===== config.mk =====
export PLATFORM = sky130hd
export DESIGN_NAME = timer_event_counter
export DESIGN_NICKNAME = d
export VERILOG_FILES = /design/src/core/tec_pkg.sv /design/src/core/tec_prescaler.sv /design/src/core/timer_event_counter.sv
export SDC_FILE = /design/constraint.sdc
export NUM_CORES = 1
export LEC_CHECK = 0
export BUFFER_PORTS_ARGS = -buffer_cell sky130_fd_sc_hd__buf_2
export CAP_MARGIN = 10
export CORE_AREA = 2 2 79 89
export CTS_CLUSTER_SIZE = 25
export DETAILED_ROUTE_END_ITERATION = 16
export DIE_AREA = 0 0 81 91
export SYNTH_ARGS = -nofsm -noshare
export SYNTH_HDL_FRONTEND = slang
export SYNTH_HIERARCHICAL = 1
export SYNTH_SLANG_ARGS = --single-unit

===== constraint.sdc =====
create_clock -name clk -period 4.8 [get_ports clk]
set_input_delay 0.24 -clock clk [delete_from_list [all_inputs] [get_ports clk]]
set_output_delay 0.24 -clock clk [all_outputs]
set_load 0.01 [all_outputs]

===== src/core/tec_pkg.sv =====
// package for the timer/event counter: register map, fields, reset values
// assumes a single 200 MHz clock and a plain strobe register port
package tec_pkg;
  localparam int unsigned ADDR_W = 12;
  localparam logic [11:0] OFF_MODE = 12'hfa0;
  localparam logic [11:0] OFF_OUTEN = 12'hfa4;
  localparam logic [11:0] OFF_MODULO = 12'hfa8;
  localparam logic [11:0] OFF_COUNT = 12'hfac;
  localparam logic [11:0] OFF_STATUS = 12'hfb0;
  localparam logic [11:0] OFF_MASK = 12'hfb4;
  localparam int unsigned BIT_ENABLE = 2;
  localparam int unsigned BIT_START = 3;
  localparam int unsigned SEL_LO = 4;
  localparam int unsigned SEL_HI = 6;
  localparam logic [7:0] MODE_RST = 8'h00;
  localparam logic [7:0] MODULO_RST = 8'hff;
  localparam logic [7:0] COUNT_RST = 8'h00;
  localparam logic [2:0] SEL_RISE = 3'h0;
  localparam logic [2:0] SEL_FALL = 3'h1;
  localparam logic [2:0] SEL_DIV1024 = 3'h4;
  localparam logic [2:0] SEL_DIV256 = 3'h5;
  localparam logic [2:0] SEL_DIV64 = 3'h6;
  localparam logic [2:0] SEL_DIV16 = 3'h7;
  localparam int unsigned PRESCALE_W = 10;
  localparam int unsigned STATUS_MATCH = 0;
endpackage


===== src/core/tec_prescaler.sv =====
// free-running prescaler giving one-cycle ticks at clk/1024, 256, 64, 16
// assumes it shares clk, srst and ce with the counter core
`default_nettype none
module tec_prescaler
  import tec_pkg::*;
(
  input wire logic clk,
  input wire logic srst,
  input wire logic ce,
  output logic [3:0] tick
);
  typedef struct packed {
    logic [PRESCALE_W-1:0] cnt;
    logic [3:0] tick;
  } pre_state_t;
  pre_state_t s_q, s_d;
  always_comb begin
    s_d = s_q;
    s_d.cnt = s_q.cnt + 1'b1;
    // tick on the last count of each power-of-two span
    s_d.tick[0] = &s_q.cnt[9:0];
    s_d.tick[1] = &s_q.cnt[7:0];
    s_d.tick[2] = &s_q.cnt[5:0];
    s_d.tick[3] = &s_q.cnt[3:0];
  end
  always_ff @(posedge clk) begin
    if (srst) begin
      s_q <= '0;
    end else if (ce) begin
      s_q <= s_d;
    end
  end
  assign tick = ce ? s_q.tick : 4'h0;
endmodule
`default_nettype wire


===== src/core/timer_event_counter.sv =====
// 8-bit timer/event counter with modulo compare, toggle output and irq
// assumes one clock domain; the event pin is asynchronous and synchronised
`default_nettype none
module timer_event_counter
  import tec_pkg::*;
(
  input wire logic clk,
  input wire logic srst,
  input wire logic ce,
  input wire logic [tec_pkg::ADDR_W-1:0] addr,
  input wire logic [7:0] wdata,
  input wire logic wr,
  input wire logic rd,
  output logic [7:0] rdata,
  input wire logic event_input_pin,
  output logic square_wave_out_pin,
  output logic square_wave_out_oe,
  output logic irq
);
  import tec_pkg::*;

  typedef struct packed {
    logic ev_s1;
    logic ev_s2;
    logic ev_s3;
    logic [7:0] count_mode_control;
    logic square_out_enable_flag;
    logic toggle_output_flop;
    logic [7:0] interval_modulo_reg;
    logic [7:0] count_value_reg;
    logic counter_irq_flag;
    logic irq_mask;
    logic [7:0] rdata;
  } state_t;

  state_t s_q, s_d;
  logic [3:0] tick;
  logic count_pulse;
  logic match;
  logic start_wr;
  logic [2:0] sel;

  tec_prescaler u_pre (
    .clk(clk),
    .srst(srst),
    .ce(ce),
    .tick(tick)
  );

  function automatic logic hit(input logic [11:0] a, input logic [11:0] o);
    hit = (a == o);
  endfunction

  assign sel = s_q.count_mode_control[SEL_HI:SEL_LO];
  assign start_wr = wr && hit(addr, OFF_MODE) && wdata[BIT_START];

  always_comb begin
    case (sel)
      SEL_RISE: count_pulse = s_q.ev_s2 & ~s_q.ev_s3;
      SEL_FALL: count_pulse = ~s_q.ev_s2 & s_q.ev_s3;
      SEL_DIV1024: count_pulse = tick[0];
      SEL_DIV256: count_pulse = tick[1];
      SEL_DIV64: count_pulse = tick[2];
      SEL_DIV16: count_pulse = tick[3];
      // prohibited codes give no pulses rather than undefined counting
      default: count_pulse = 1'b0;
    endcase
  end

  // gated pulse: withheld while the enable bit is low
  logic cp_en;
  assign cp_en = count_pulse && s_q.count_mode_control[BIT_ENABLE];
  assign match = cp_en && (s_q.count_value_reg == s_q.interval_modulo_reg);

  always_comb begin
    s_d = s_q;
    s_d.ev_s1 = event_input_pin;
    s_d.ev_s2 = s_q.ev_s1;
    s_d.ev_s3 = s_q.ev_s2;
    // start bit clears itself one cycle after it is written
    s_d.count_mode_control[BIT_START] = 1'b0;
    if (cp_en) begin
      if (match) begin
        s_d.count_value_reg = COUNT_RST;
        s_d.toggle_output_flop = ~s_q.toggle_output_flop;
        s_d.counter_irq_flag = 1'b1;
      end else begin
        s_d.count_value_reg = s_q.count_value_reg + 8'h01;
      end
    end
    s_d.rdata = 8'h00;
    if (rd) begin
      if (hit(addr, OFF_MODE)) s_d.rdata = s_q.count_mode_control;
      else if (hit(addr, OFF_OUTEN))
        s_d.rdata = {7'h00, s_q.square_out_enable_flag};
      else if (hit(addr, OFF_MODULO)) s_d.rdata = s_q.interval_modulo_reg;
      else if (hit(addr, OFF_COUNT)) s_d.rdata = s_q.count_value_reg;
      else if (hit(addr, OFF_STATUS))
        s_d.rdata = {6'h00, s_q.ev_s2, s_q.counter_irq_flag};
      else if (hit(addr, OFF_MASK)) s_d.rdata = {7'h00, s_q.irq_mask};
      // read of status clears the flag unless a match sets it now
      if (hit(addr, OFF_STATUS) && !match) s_d.counter_irq_flag = 1'b0;
    end
    if (wr) begin
      if (hit(addr, OFF_MODE)) begin
        s_d.count_mode_control = wdata;
        if (wdata[BIT_START]) begin
          // restart wins over a coincident match
          s_d.count_value_reg = COUNT_RST;
          s_d.counter_irq_flag = 1'b0;
          s_d.toggle_output_flop = 1'b0;
        end
      end
      if (hit(addr, OFF_OUTEN)) s_d.square_out_enable_flag = wdata[0];
      // modulo writable in any mode; zero is left to software to avoid
      if (hit(addr, OFF_MODULO)) s_d.interval_modulo_reg = wdata;
      if (hit(addr, OFF_STATUS)) begin
        // software may set or clear the flag; a match still wins a clear
        s_d.counter_irq_flag = wdata[STATUS_MATCH] | match;
      end
      if (hit(addr, OFF_MASK)) s_d.irq_mask = wdata[0];
    end
  end

  always_ff @(posedge clk) begin
    if (srst) begin
      s_q <= '0;
      s_q.count_mode_control <= MODE_RST;
      s_q.interval_modulo_reg <= MODULO_RST;
      s_q.square_out_enable_flag <= 1'b0;
      s_q.toggle_output_flop <= 1'b0;
    end else if (ce) begin
      s_q <= s_d;
    end
  end

  assign rdata = s_q.rdata;
  assign square_wave_out_pin = s_q.toggle_output_flop;
  assign square_wave_out_oe = s_q.square_out_enable_flag;
  assign irq = s_q.counter_irq_flag & s_q.irq_mask;

  // checks
  logic past_valid_q;
  always_ff @(posedge clk) begin
    if (srst) past_valid_q <= 1'b0;
    else past_valid_q <= 1'b1;
  end

  chk_start_self_clear: assert property (@(posedge clk) disable iff (srst)
    ce && start_wr ##1 ce |=> !s_q.count_mode_control[BIT_START])
    else $error("start bit did not clear");
  chk_start_clears: assert property (@(posedge clk) disable iff (srst)
    ce && start_wr |=> s_q.count_value_reg == 8'h00 && !s_q.counter_irq_flag)
    else $error("start did not clear count and flag");
  chk_start_tout: assert property (@(posedge clk) disable iff (srst)
    ce && start_wr |=> !s_q.toggle_output_flop)
    else $error("start did not clear toggle flop");
  chk_reset_values: assert property (@(posedge clk)
    srst |=> s_q.count_mode_control == 8'h00 && !square_wave_out_oe
      && !square_wave_out_pin)
    else $error("reset values wrong");
  chk_oe_follows: assert property (@(posedge clk) disable iff (srst)
    square_wave_out_oe == s_q.square_out_enable_flag)
    else $error("output enable mismatch");
  chk_toggle_match: assert property (@(posedge clk) disable iff (srst)
    ce && match && !wr |=> square_wave_out_pin != $past(square_wave_out_pin))
    else $error("toggle flop did not invert on match");
  chk_hold_stopped: assert property (@(posedge clk) disable iff (srst)
    ce && !s_q.count_mode_control[BIT_ENABLE] && !wr
      |=> $stable(s_q.count_value_reg))
    else $error("count moved while stopped");
  chk_advance: assert property (@(posedge clk) disable iff (srst)
    ce && cp_en && !match && !wr
      |=> s_q.count_value_reg == $past(s_q.count_value_reg) + 8'h01)
    else $error("count did not advance");
  chk_wrap_irq: assert property (@(posedge clk) disable iff (srst)
    ce && match && !wr |=> s_q.count_value_reg == 8'h00
      && s_q.counter_irq_flag)
    else $error("match did not wrap and flag");
  chk_read_latency: assert property (@(posedge clk) disable iff (srst)
    ce && rd && hit(addr, OFF_COUNT) |=> rdata == $past(s_q.count_value_reg))
    else $error("count read wrong");

  cov_match: cover property (@(posedge clk) disable iff (srst) match);
  cov_start: cover property (@(posedge clk) disable iff (srst) start_wr);
  cov_irq: cover property (@(posedge clk) disable iff (srst) irq);
  cov_event: cover property (@(posedge clk) disable iff (srst)
    cp_en && sel == SEL_RISE);
endmodule
`default_nettype wire


After elaboration in Yosys (flattened, before gate mapping)

Cells that the tools add are included.

Bits in registers: 53
Input port bits: 26
Output and inout port bits: 11
Logic and storage cells: 74

Add/sub/neg operators: 2
Eq/ne operators: 12
Mux-type cells: 26
Bitwise gates (word level): 7
Reduce and logical (&&, ||, !) cells: 13

Operators by type and width:

| cell                    | number |
|---|---|
| $eq A12 B12 Y1 const B  | 6 |
| $mux W8                 | 7 |
| $mux W9                 | 3 |
| $mux W24                | 1 |
| $eq A3 B3 Y1 const B    | 4 |
| $reduce_and A3 Y1       | 4 |
| $mux W1                 | 11 |
| $add A10 B1 Y10 const B | 1 |
| $reduce_and A10 Y1      | 1 |
| $add A8 B1 Y8 const B   | 1 |
| $eq A8 B8 Y1            | 1 |
| $mux W4                 | 2 |
| $reduce_and A8 Y1       | 1 |
| $pmux W1 S6             | 1 |
| $reduce_and A6 Y1       | 1 |
| $reduce_and A4 Y1       | 1 |
| $and A1 B1 Y1           | 3 |
| $eq A3 B1 Y1 const B    | 1 |
| $logic_and A1 B1 Y1     | 3 |
| $logic_not A3 Y1        | 1 |
| $not A1 Y1              | 3 |
| $mux W2                 | 1 |
| $logic_not A1 Y1        | 1 |
| $or A1 B1 Y1            | 1 |

Logic depth before layout (Yosys ltp)

Gate-level depths: netlist (run 1).

Depth in word-level cells: 13
Depth in mapped cells: 7
Gate-level depth less buffers: 6

By module

Netlist (run 1), hierarchy kept.

Modules (own cells, without submodules):

| module              | instances | cells an instance | area each (µm²) | sequential area each (µm²) |
|---|---|---|---|---|
| timer_event_counter | 1         | 256               | 2,235.9         | 780.7 |
| tec_prescaler       | 1         | 65                | 603.1           | 280.3 |

Least setup slack after synthesis (run 1)

OpenSTA, ideal clock, no wires.

Path kind: flip-flop to flip-flop
Start point: register s_q, in the netlist s_d[36]
End point: register s_q[17] (netlist name)
Setup time: 0.068 ns
Data arrival time: 1.858 ns
Required time: 4.732 ns
Slack: 2.873 ns
Cell stages (with the launch flop): 6
Path buffers: 0
Clock period less this slack: 1.927 ns
Path through: dfxtp_1 > or3b_1 > a211oi_4 > o21ai_2 > or4_4 > a21oi_2

RTL lines:

| element            | RTL line                  | text |
|---|---|---|
| start: declaration | timer_event_counter.sv:36 | `state_t s_q, s_d;` |

==> impl_metrics.ini, run 1 <==
[run_status]
status = finished, final reports clean

[pwr]
internal-power_mw = 0.620
p_sw_mw = 0.186
power_frac_comb_pct = 7.0
p_leak_nw = 1.13
switching_share_pct = 23.1
pwr-share-clk_pct = 37.9
ir_drop_uv = 152
power_density_nw_per_um2 = 258
pwr-share-seq_pct = 55.1

[clock_network]
hold_buffers = 0
cts_setup_buffers = 0
insertion_delay_ps = 310
numCtsBuffers = 5
clock_sinks = 53
cts_buffer_depth = 2
ctsResizeCount = 0
cts_tree = yes
htree_levels = 2
clockRootBuffer = clkbuf_8
clkSlewWorstSetupHoldPaths_ps = 100

[final_layout]
fill_cells = 679
drive_above_1_share_pct = 18.0
finalInstanceArea_um2 = 3120
area_growth_pct = 10.0
multi_input_area_um2 = 1650
final_util_pct = 48.5
nets = 371
n_antenna_cell = 0
register_area_um2 = 1060

[logic_synthesis]
synth_area_um2 = 2840
synthTopCellsByArea = dfxtp_1 37%, mux2i_1 7.8%, nor2_1 4.8%
ys_async_sr_fraction_pct = 0
syn_inst = 321
synth_edf_count = 0
ys.flop_type = dfxtp_1
yosys_warnings = 6
ys_types = 59
ys_seq_area_share_pct = 37.4
yosysTopAreaCell = dfxtp_1
ys_ff_latch = 53
syn_avg_cell_area_um2 = 8.84
synthDominantCellAreaShare_pct = 37.4
synth.net_count = 349

[setup_path]
path_class = reg -> reg
start_kind = flip-flop
r2r_setup_slack_ps = 2590
arrival_ps = 2400
reg2reg_from = s_d[36]$_SDFFE_PP0P_
worstSetupEndpointType = flip-flop
r2r_cells = 5
r2r-end = s_q[13]$_SDFFE_PP0P_
worstPathRequired_ps = 4990
cp_max_fo = 8

[placed_design]
dpl.hpwl_mm = 4.63
portBuffers = 36
place_area_um2 = 3010
place.gp.congestion = 0.816

[worst_hold_path]
holdPathEnd = s_q[24]$_SDFFE_PP1P_
hp-class = in -> reg
min-delay-start = wdata[6]
whs_path_depth = 3

[global_route]
grt_remaining_overflow = 0
grt_pass1_wl_mm = 10.9
grt_max_degree = 46
antenna_found_initial = 0
grt_usage_pct = 18.9
grt_pass1_vias = 2245

[sta]
fin_skew_ps = 10.9
max_freq_ghz = 0.452
rsz0062_at_grt = false
slew_headroom_pct = 38.1
hold-worst-slack_ps = 161
finalMaxSlewViolations = 0
tightest_slew_ps = 920
tns_ps = 0
finalHoldViolations = 0
setup_viol = 0
layout_worst_path_cycle_share_pct = 46.1
period_needed_ps = 2210

[drt]
wire_per_inst_um = 15.4
wl_mm = 6.54
via_count = 2341
drt-pass1-iter-count = 4
via_per_inst = 5.50
dr.first_iter.drc_count = 125
ant_nets = 0
route.detailed.drc = 0

[die]
core-area_um2 = 6440
dieWidth_um = 81
num_io_pins = 37
die_area_um2 = 7370
die_y_um = 91
rows = 31
initial_utilization_pct = 44.1

[run]
maxCapViolCount = 0
-- layout make-up --
class / instances / area share [%]
clock buffers: 6 / 2.32
clock inverters: 2 / 1.24
inverters: 4 / 0.481
multi-input cells: 242 / 52.7
flip-flops and latches: 53 / 34.0
well taps: 82 / 3.28
repair buffers: 37 / 6.01
-- stage by stage --
| stage | power, mW | instances | worst slack [ps] |
|---|---|---|---|
| floorplan | 0.488 | 321 | 2870 |
| global placement | 0.511 | 418 | 2350 |
| detailed placement | 0.512 | 418 | 2360 |
| CTS | 0.821 | 426 | 2550 |
| global route | 0.841 | 426 | 2370 |
| finish | 0.807 | 426 | 2590 |
-- layer usage --
metal	vias up	track usage (%)	routed length (um)
met5	-	0	0
met4	0	5.08	109
met3	12	3.78	269
met2	50	32.2	3200
met1	1094	24.0	2960
li1	1185	-	-
-- layout by cell type (no fill, tap or decap), types with 3 or more instances in the layout --
| cell | instances |
|---|---|
| dfxtp_1 | 53 |
| nor2_1 | 36 |
| buf_2 | 36 |
| nand2_1 | 23 |
| mux2i_1 | 22 |
| a21oi_1 | 18 |
| nor2b_1 | 16 |
| xor2_1 | 14 |
| o21ai_0 | 10 |
| and2_1 | 7 |
| nand4_1 | 7 |
| mux2_2 | 6 |
| a22o_1 | 6 |
| nand3b_1 | 5 |
| or3_1 | 5 |
| o2111ai_1 | 5 |
| nand3_1 | 5 |
| clkbuf_8 | 5 |
| nor3_1 | 4 |
| nor3b_1 | 4 |
| nand2b_1 | 3 |
| o211ai_1 | 3 |
| a31oi_1 | 3 |
| inv_1 | 3 |
-- worst max path at each step --
stage                          from              endpoint  cells past startpoint
2_1_floorplan  s_d[36]$_SDFFE_PP0P_  s_q[17]$_SDFFE_PP0P_                      5
4_1_cts        s_d[36]$_SDFFE_PP0P_  s_q[13]$_SDFFE_PP0P_                      5
5_1_grt        s_d[36]$_SDFFE_PP0P_  s_q[13]$_SDFFE_PP0P_                      5
3_3_place_gp                     ce  s_q[14]$_SDFFE_PP0P_                      6
6_report       s_d[36]$_SDFFE_PP0P_  s_q[13]$_SDFFE_PP0P_                      5
3_5_place_dp                     ce  s_q[13]$_SDFFE_PP0P_                      6
-- power by group through the flow --
stage / logic [mW] / clock network (mW) / registers [mW]
floorplan: 0.0336 / 0 / 0.454
global placement: 0.0556 / 0 / 0.455
detailed placement: 0.0567 / 0 / 0.455
CTS: 0.0568 / 0.319 / 0.445
global route: 0.0628 / 0.332 / 0.446
finish: 0.0565 / 0.305 / 0.445
-- Yosys cell counts, types with 6 or more instances --
| cell | n |
|---|---|
| dfxtp_1 | 53 |
| clkbuf_1 | 11 |
| nor2_1 | 36 |
| mux2_2 | 6 |
| a22o_1 | 6 |
| and2_1 | 7 |
| buf_4 | 8 |
| a21oi_1 | 18 |
| nor2b_1 | 16 |
| xor2_1 | 14 |
| o21ai_0 | 10 |
| nand2_1 | 23 |
| mux2i_1 | 22 |
| nand4_1 | 7 |
-- worst max-delay path, stage by stage, from the launching register on --
cell	delay [ps]
dfxtp_1	430
or3b_1	410
a211oi_4	430
o211ai_1	230
o21ai_0	500
nor2_1	100
-- cells by family (layout without fill, tap and decap cells) --
group                      count (synthesis)  count (layout)  synth area share [%]
AOI/OAI and AO/OA                         63              63                  15.4
and+or+nand+nor                          131             131                  25.8
xor gates and xnor gates                  16              16                  4.94
adders and majority gates                  2               2                 0.881
muxes                                     30              30                  10.9
buffers and inverters                     26              49                  4.63
DFF                                       53              53                  37.4
-- flip-flops by register name, indices dropped and copies added (netlist names) --
signal,count
u_pre/s_q,14
s_d,2
s_q,27
rdata,8
square_wave_out_pin,1
square_wave_out_oe,1
(Power assumes the default switching activity.)
==> run 2: changes to the inputs <==
==> constraint.sdc (replaced) <==
create_clock -name clk -period 2.15 [get_ports clk]
set_input_delay 0.1075 -clock clk [delete_from_list [all_inputs] [get_ports clk]]
set_output_delay 0.1075 -clock clk [all_outputs]
set_load 0.01 [all_outputs]
==> run 2 against run 1 <==
Effect of this change: clock power up 87%; power is 110% higher; critical path type unchanged; setup slack lost 2400 ps; highest routed layer unchanged; largest cell class unchanged; sequential share of layout area shrank 1.0 points; global-route usage down 0.061 points.
==> impl_metrics.ini, run 2 (synthesis gave the netlist of run 1 again) <==
[run_status]
status = finished, final reports clean

[setup_path]
r2r_cells = 5
cp_max_fo = 5
arrival_ps = 2210
worstSetupStartpoint = s_d[36]$_SDFFE_PP0P_
path_class = reg -> reg
r2r_setup_slack_ps = 200
worstSetupEndpointType = flip-flop
start_kind = flip-flop
reg2reg_from = s_d[36]$_SDFFE_PP0P_
worstPathRequired_ps = 2410
r2r-end = s_q[17]$_SDFFE_PP0P_
worstSetupEndpoint = s_q[17]$_SDFFE_PP0P_

[pwr]
power_density_nw_per_um2 = 528
p_leak_nw = 1.19
ir_drop_uv = 292

[sta]
period_needed_ps = 1950
fin_skew_ps = 5.66
finalMaxSlewViolations = 0
tns_ps = 0
layout_worst_path_cycle_share_pct = 90.8
rsz0062_at_grt = false
tightest_slew_ps = 502
finalHoldViolations = 0
max_freq_ghz = 0.512
setup_viol = 0
slew_headroom_pct = 66.5

[die]
initial_utilization_pct = 44.1
rows = 31
die_y_um = 91
core-area_um2 = 6440
dieWidth_um = 81
die_area_um2 = 7370
num_io_pins = 37

[worst_hold_path]
min-delay-start = wdata[7]
hp-class = in -> reg

[drt]
wl_mm = 6.79
drt-pass1-iter-count = 4
via_count = 2447
via_per_inst = 5.54
wire_per_inst_um = 15.4
dr.first_iter.drc_count = 133
route.detailed.drc = 0
ant_nets = 0

[placed_design]
place_area_um2 = 3130
place.gp.congestion = 0.849
dpl.hpwl_mm = 5.05
portBuffers = 36

[clock_network]
ctsResizeCount = 0
cts_tree = yes
numCtsBuffers = 5
clockRootBuffer = clkbuf_8
cts_buffer_depth = 2
htree_levels = 2
cts_setup_buffers = 0
clkSlewWorstSetupHoldPaths_ps = 100
hold_buffers = 0
clock_sinks = 53
insertion_delay_ps = 310

[global_route]
grt_pass1_wl_mm = 10.8
grt_remaining_overflow = 0
grt_max_degree = 21
grt_pass1_vias = 2304
antenna_found_initial = 0
grt_usage_pct = 18.8

[final_layout]
largest-register = s_q
multi_input_area_um2 = 1650
register_area_um2 = 1060
area_growth_pct = 13.4
n_antenna_cell = 0
largest_reg_flops = 27
fill_cells = 646
finalInstanceArea_um2 = 3220
final_common_cell = dfxtp_1
nets = 387
drive_above_1_share_pct = 21.7
final_cell_mix = 53 x dfxtp_1, 36 x nor2_1, 36 x buf_2, 23 x nand2_1, 22 x mux2i_1

[run]
maxCapViolCount = 0
## run 2: per-layer routing
layer  GRT usage (%)  share of wire [%]  wire [um]  vias up
met5               0                  0          0        -
met1            22.9                 44       2990     1162
met2            32.4                 50       3360       57
met3            3.88                4.7        316        9
met4            6.64                1.8        123        0
li1                -                  -          -     1219
## run 2: power breakdown
group / switching [mW] / leakage, nW / internal, mW
combinational: 0.0818 / 0.724 / 0.0560
clock: 0.339 / 0.0374 / 0.230
sequential: 0.00582 / 0.428 / 0.987
## run 2: final cells by class
type / count / share of cell area [%]
clock buffer: 6 / 2.25
clock inverter: 2 / 0.466
inverter: 4 / 0.466
multi-input combinational: 242 / 51.1
sequential: 53 / 32.9
tap: 82 / 3.19
timing repair buffer: 53 / 9.56
## run 2: stage by stage
step	hold WS (ps)	cells	util [%]	setup WS (ps)	power, mW
after floorplan	179	321	-	223	1.09
after global placement	348	434	48.7	252	1.15
final	27.2	442	50.0	197	1.70
after detailed placement	357	434	48.7	208	1.15
after CTS	27.9	442	50.0	189	1.72
after global routing	40.5	442	50.0	120	1.76
## run 2: worst min-delay path by stage
stage	endpoint	slack, ps	cells after the start
2_1_floorplan	u_pre/s_q[2]$_SDFFE_PP0P_	180	1
3_3_place_gp	s_q[25]$_SDFFE_PP1P_	350	3
3_5_place_dp	s_q[25]$_SDFFE_PP1P_	360	3
4_1_cts	s_q[25]$_SDFFE_PP1P_	30	3
5_1_grt	s_d[37]$_SDFFE_PP0P_	40	3
6_report	s_q[25]$_SDFFE_PP1P_	30	3
## run 2: worst max-delay path, stage by stage (launching register included)
cell	delay, ps
dfxtp_1	390
or3b_1	410
a211oi_4	320
o21ai_2	120
or4_4	530
a21oi_2	130
==> run 3: changes to the inputs <==
--- a/config.mk
+++ b/config.mk
@@ -5,13 +5,14 @@
 export SDC_FILE = /design/constraint.sdc
 export NUM_CORES = 1
 export LEC_CHECK = 0
-export BUFFER_PORTS_ARGS = -buffer_cell sky130_fd_sc_hd__buf_2
+export BUFFER_PORTS_ARGS = -buffer_cell sky130_fd_sc_hd__buf_4
 export CAP_MARGIN = 10
 export CORE_AREA = 2 2 79 89
-export CTS_CLUSTER_SIZE = 25
+export CTS_CLUSTER_SIZE = 20
 export DETAILED_ROUTE_END_ITERATION = 16
 export DIE_AREA = 0 0 81 91
 export SYNTH_ARGS = -nofsm -noshare
 export SYNTH_HDL_FRONTEND = slang
 export SYNTH_HIERARCHICAL = 1
 export SYNTH_SLANG_ARGS = --single-unit
+export TNS_END_PERCENT = 50
==> run 3 against run 2 <==
Effect of this change: wire length up 1.2%; clock power grew 2%; die area is the same; power up 1.2%; sequential cell count stayed put; critical path depth did not move; maximum frequency is 3.1% lower; cell count decreased by 0.23%; non-clock buffer count down 1; first-iteration DRC count up 4.5%; clock skew decreased by 0.82 ps.
==> impl_metrics.ini, run 3 (synthesis gave the netlist of run 1 again) <==
[run_status]
status = finished, final reports clean

[final_layout]
final_cell_mix = 53 x dfxtp_1, 52 x buf_4, 36 x nor2_1, 23 x nand2_1, 22 x mux2i_1
n_antenna_cell = 0
largest-register = s_q
final_common_cell = dfxtp_1
largest_reg_flops = 27
area_growth_pct = 16.5
drive_above_1_share_pct = 21.7
nets = 386

[drt]
wl_mm = 6.87
wire_per_inst_um = 15.6
dr.first_iter.drc_count = 139
ant_nets = 0
via_count = 2401
route.detailed.drc = 0
via_per_inst = 5.44
drt-pass1-iter-count = 4

[setup_path]
arrival_ps = 2270
slowest_delay_ps = 530
path_class = reg -> reg
cp_max_fo = 5
crit_chain = or3b_1 > a211oi_4 > o21ai_2 > or4_4 > a21oi_2
worstPathRequired_ps = 2410
slowest_stage = or4_4
start_kind = flip-flop
worstSetupEndpointType = flip-flop

[sta]
rsz0062_at_grt = false
tns_ps = 0
period_needed_ps = 2010
fin_skew_ps = 4.84
finalHoldViolations = 0
layout_worst_path_cycle_share_pct = 93.7
finalMaxSlewViolations = 0
setup_viol = 0
slew_headroom_pct = 68.6
tightest_slew_ps = 472
max_freq_ghz = 0.496

[clock_network]
ctsResizeCount = 0
cts_setup_buffers = 0
clock_sinks = 53
insertion_delay_ps = 310
htree_levels = 2
cts_buffer_depth = 2
clockRootBuffer = clkbuf_8
cts_tree = yes
numCtsBuffers = 5
clkSlewWorstSetupHoldPaths_ps = 100
hold_buffers = 0

[die]
dieWidth_um = 81
core-area_um2 = 6440
rows = 31
die_y_um = 91
num_io_pins = 37
die_area_um2 = 7370
initial_utilization_pct = 44.1

[global_route]
grt_pass1_wl_mm = 11.3
grt_remaining_overflow = 0
grt_usage_pct = 19.6
grt_max_degree = 46
antenna_found_initial = 0
grt_pass1_vias = 2305

[placed_design]
dpl.hpwl_mm = 4.92
place.gp.congestion = 0.887
portBuffers = 36

[pwr]
p_leak_nw = 1.22
ir_drop_uv = 350
power_density_nw_per_um2 = 520
p_total_mw = 1.72

[worst_hold_path]
hp-class = in -> reg

[run]
maxCapViolCount = 0
==> run 3: cell types whose count changed in the layout (fill, tap and decap cells not counted) <==
| cell | previous run | this run |
|---|---|---|
| buf_2 | 36 | 0 |
| buf_4 | 17 | 52 |
| clkbuf_1 | 1 | 0 |
| clkinv_2 | 0 | 1 |
| clkinv_4 | 0 | 2 |
| clkinvlp_4 | 2 | 0 |
==> run 3: stage by stage <==
stage               util, %  instance area (um^2)  std cells  hold slack (ps)  worst slack [ps]
global route           51.4                  3310        441             30.9              33.2
CTS                    51.4                  3310        441             14.0               130
floorplan                 -                  2840        321              179               223
global placement       49.9                  3220        433              340               213
detailed placement     49.9                  3220        433              343               147
finish                 51.4                  3310        441             22.0               135
==> run 3: final timing paths <==
kind / startpoint / end / slack (ps) / cells past startpoint
hold reg to reg: rdata[0]$_SDFFE_PP0P_ / rdata[0]$_SDFFE_PP0P_ / 470 / 2
setup / recovery: s_d[36]$_SDFFE_PP0P_ / s_q[17]$_SDFFE_PP0P_ / 140 / 5
hold / removal: wdata[6] / s_q[24]$_SDFFE_PP1P_ / 20 / 3
setup reg to reg: s_d[36]$_SDFFE_PP0P_ / s_q[17]$_SDFFE_PP0P_ / 140 / 5
==> run 3: routing by layer <==
layer  vias to the layer above  wire, um  track usage (%)
met5                         -         0                0
met4                         0       172             6.21
met3                        16       287             3.48
met2                        60      3370             33.6
met1                      1106      3040             24.5
li1                       1219         -                -
==> run 3: layout make-up <==
cell class,instances,area (um^2)
clock buffer,5,68.8
timing repair buffer,52,390
clock inverter,3,22.5
sequential,53,1060
inverter,4,15.0
tap,82,103
fill,623,3130
multi-input combinational,242,1650
==> run 3: report_power, final <==
group / switching (mW) / internal [mW] / leakage (nW)
sequential: 0.00550 / 0.987 / 0.428
clock: 0.347 / 0.232 / 0.0481
combinational: 0.0812 / 0.0668 / 0.740
==> run 3: worst max-delay path, delay by kind of cell, from the launching register on <==
family,cells,cell delay [ps]
flip-flops,1,400
AO/OA/AOI/OAI,3,620
AND/OR/NAND/NOR,2,940
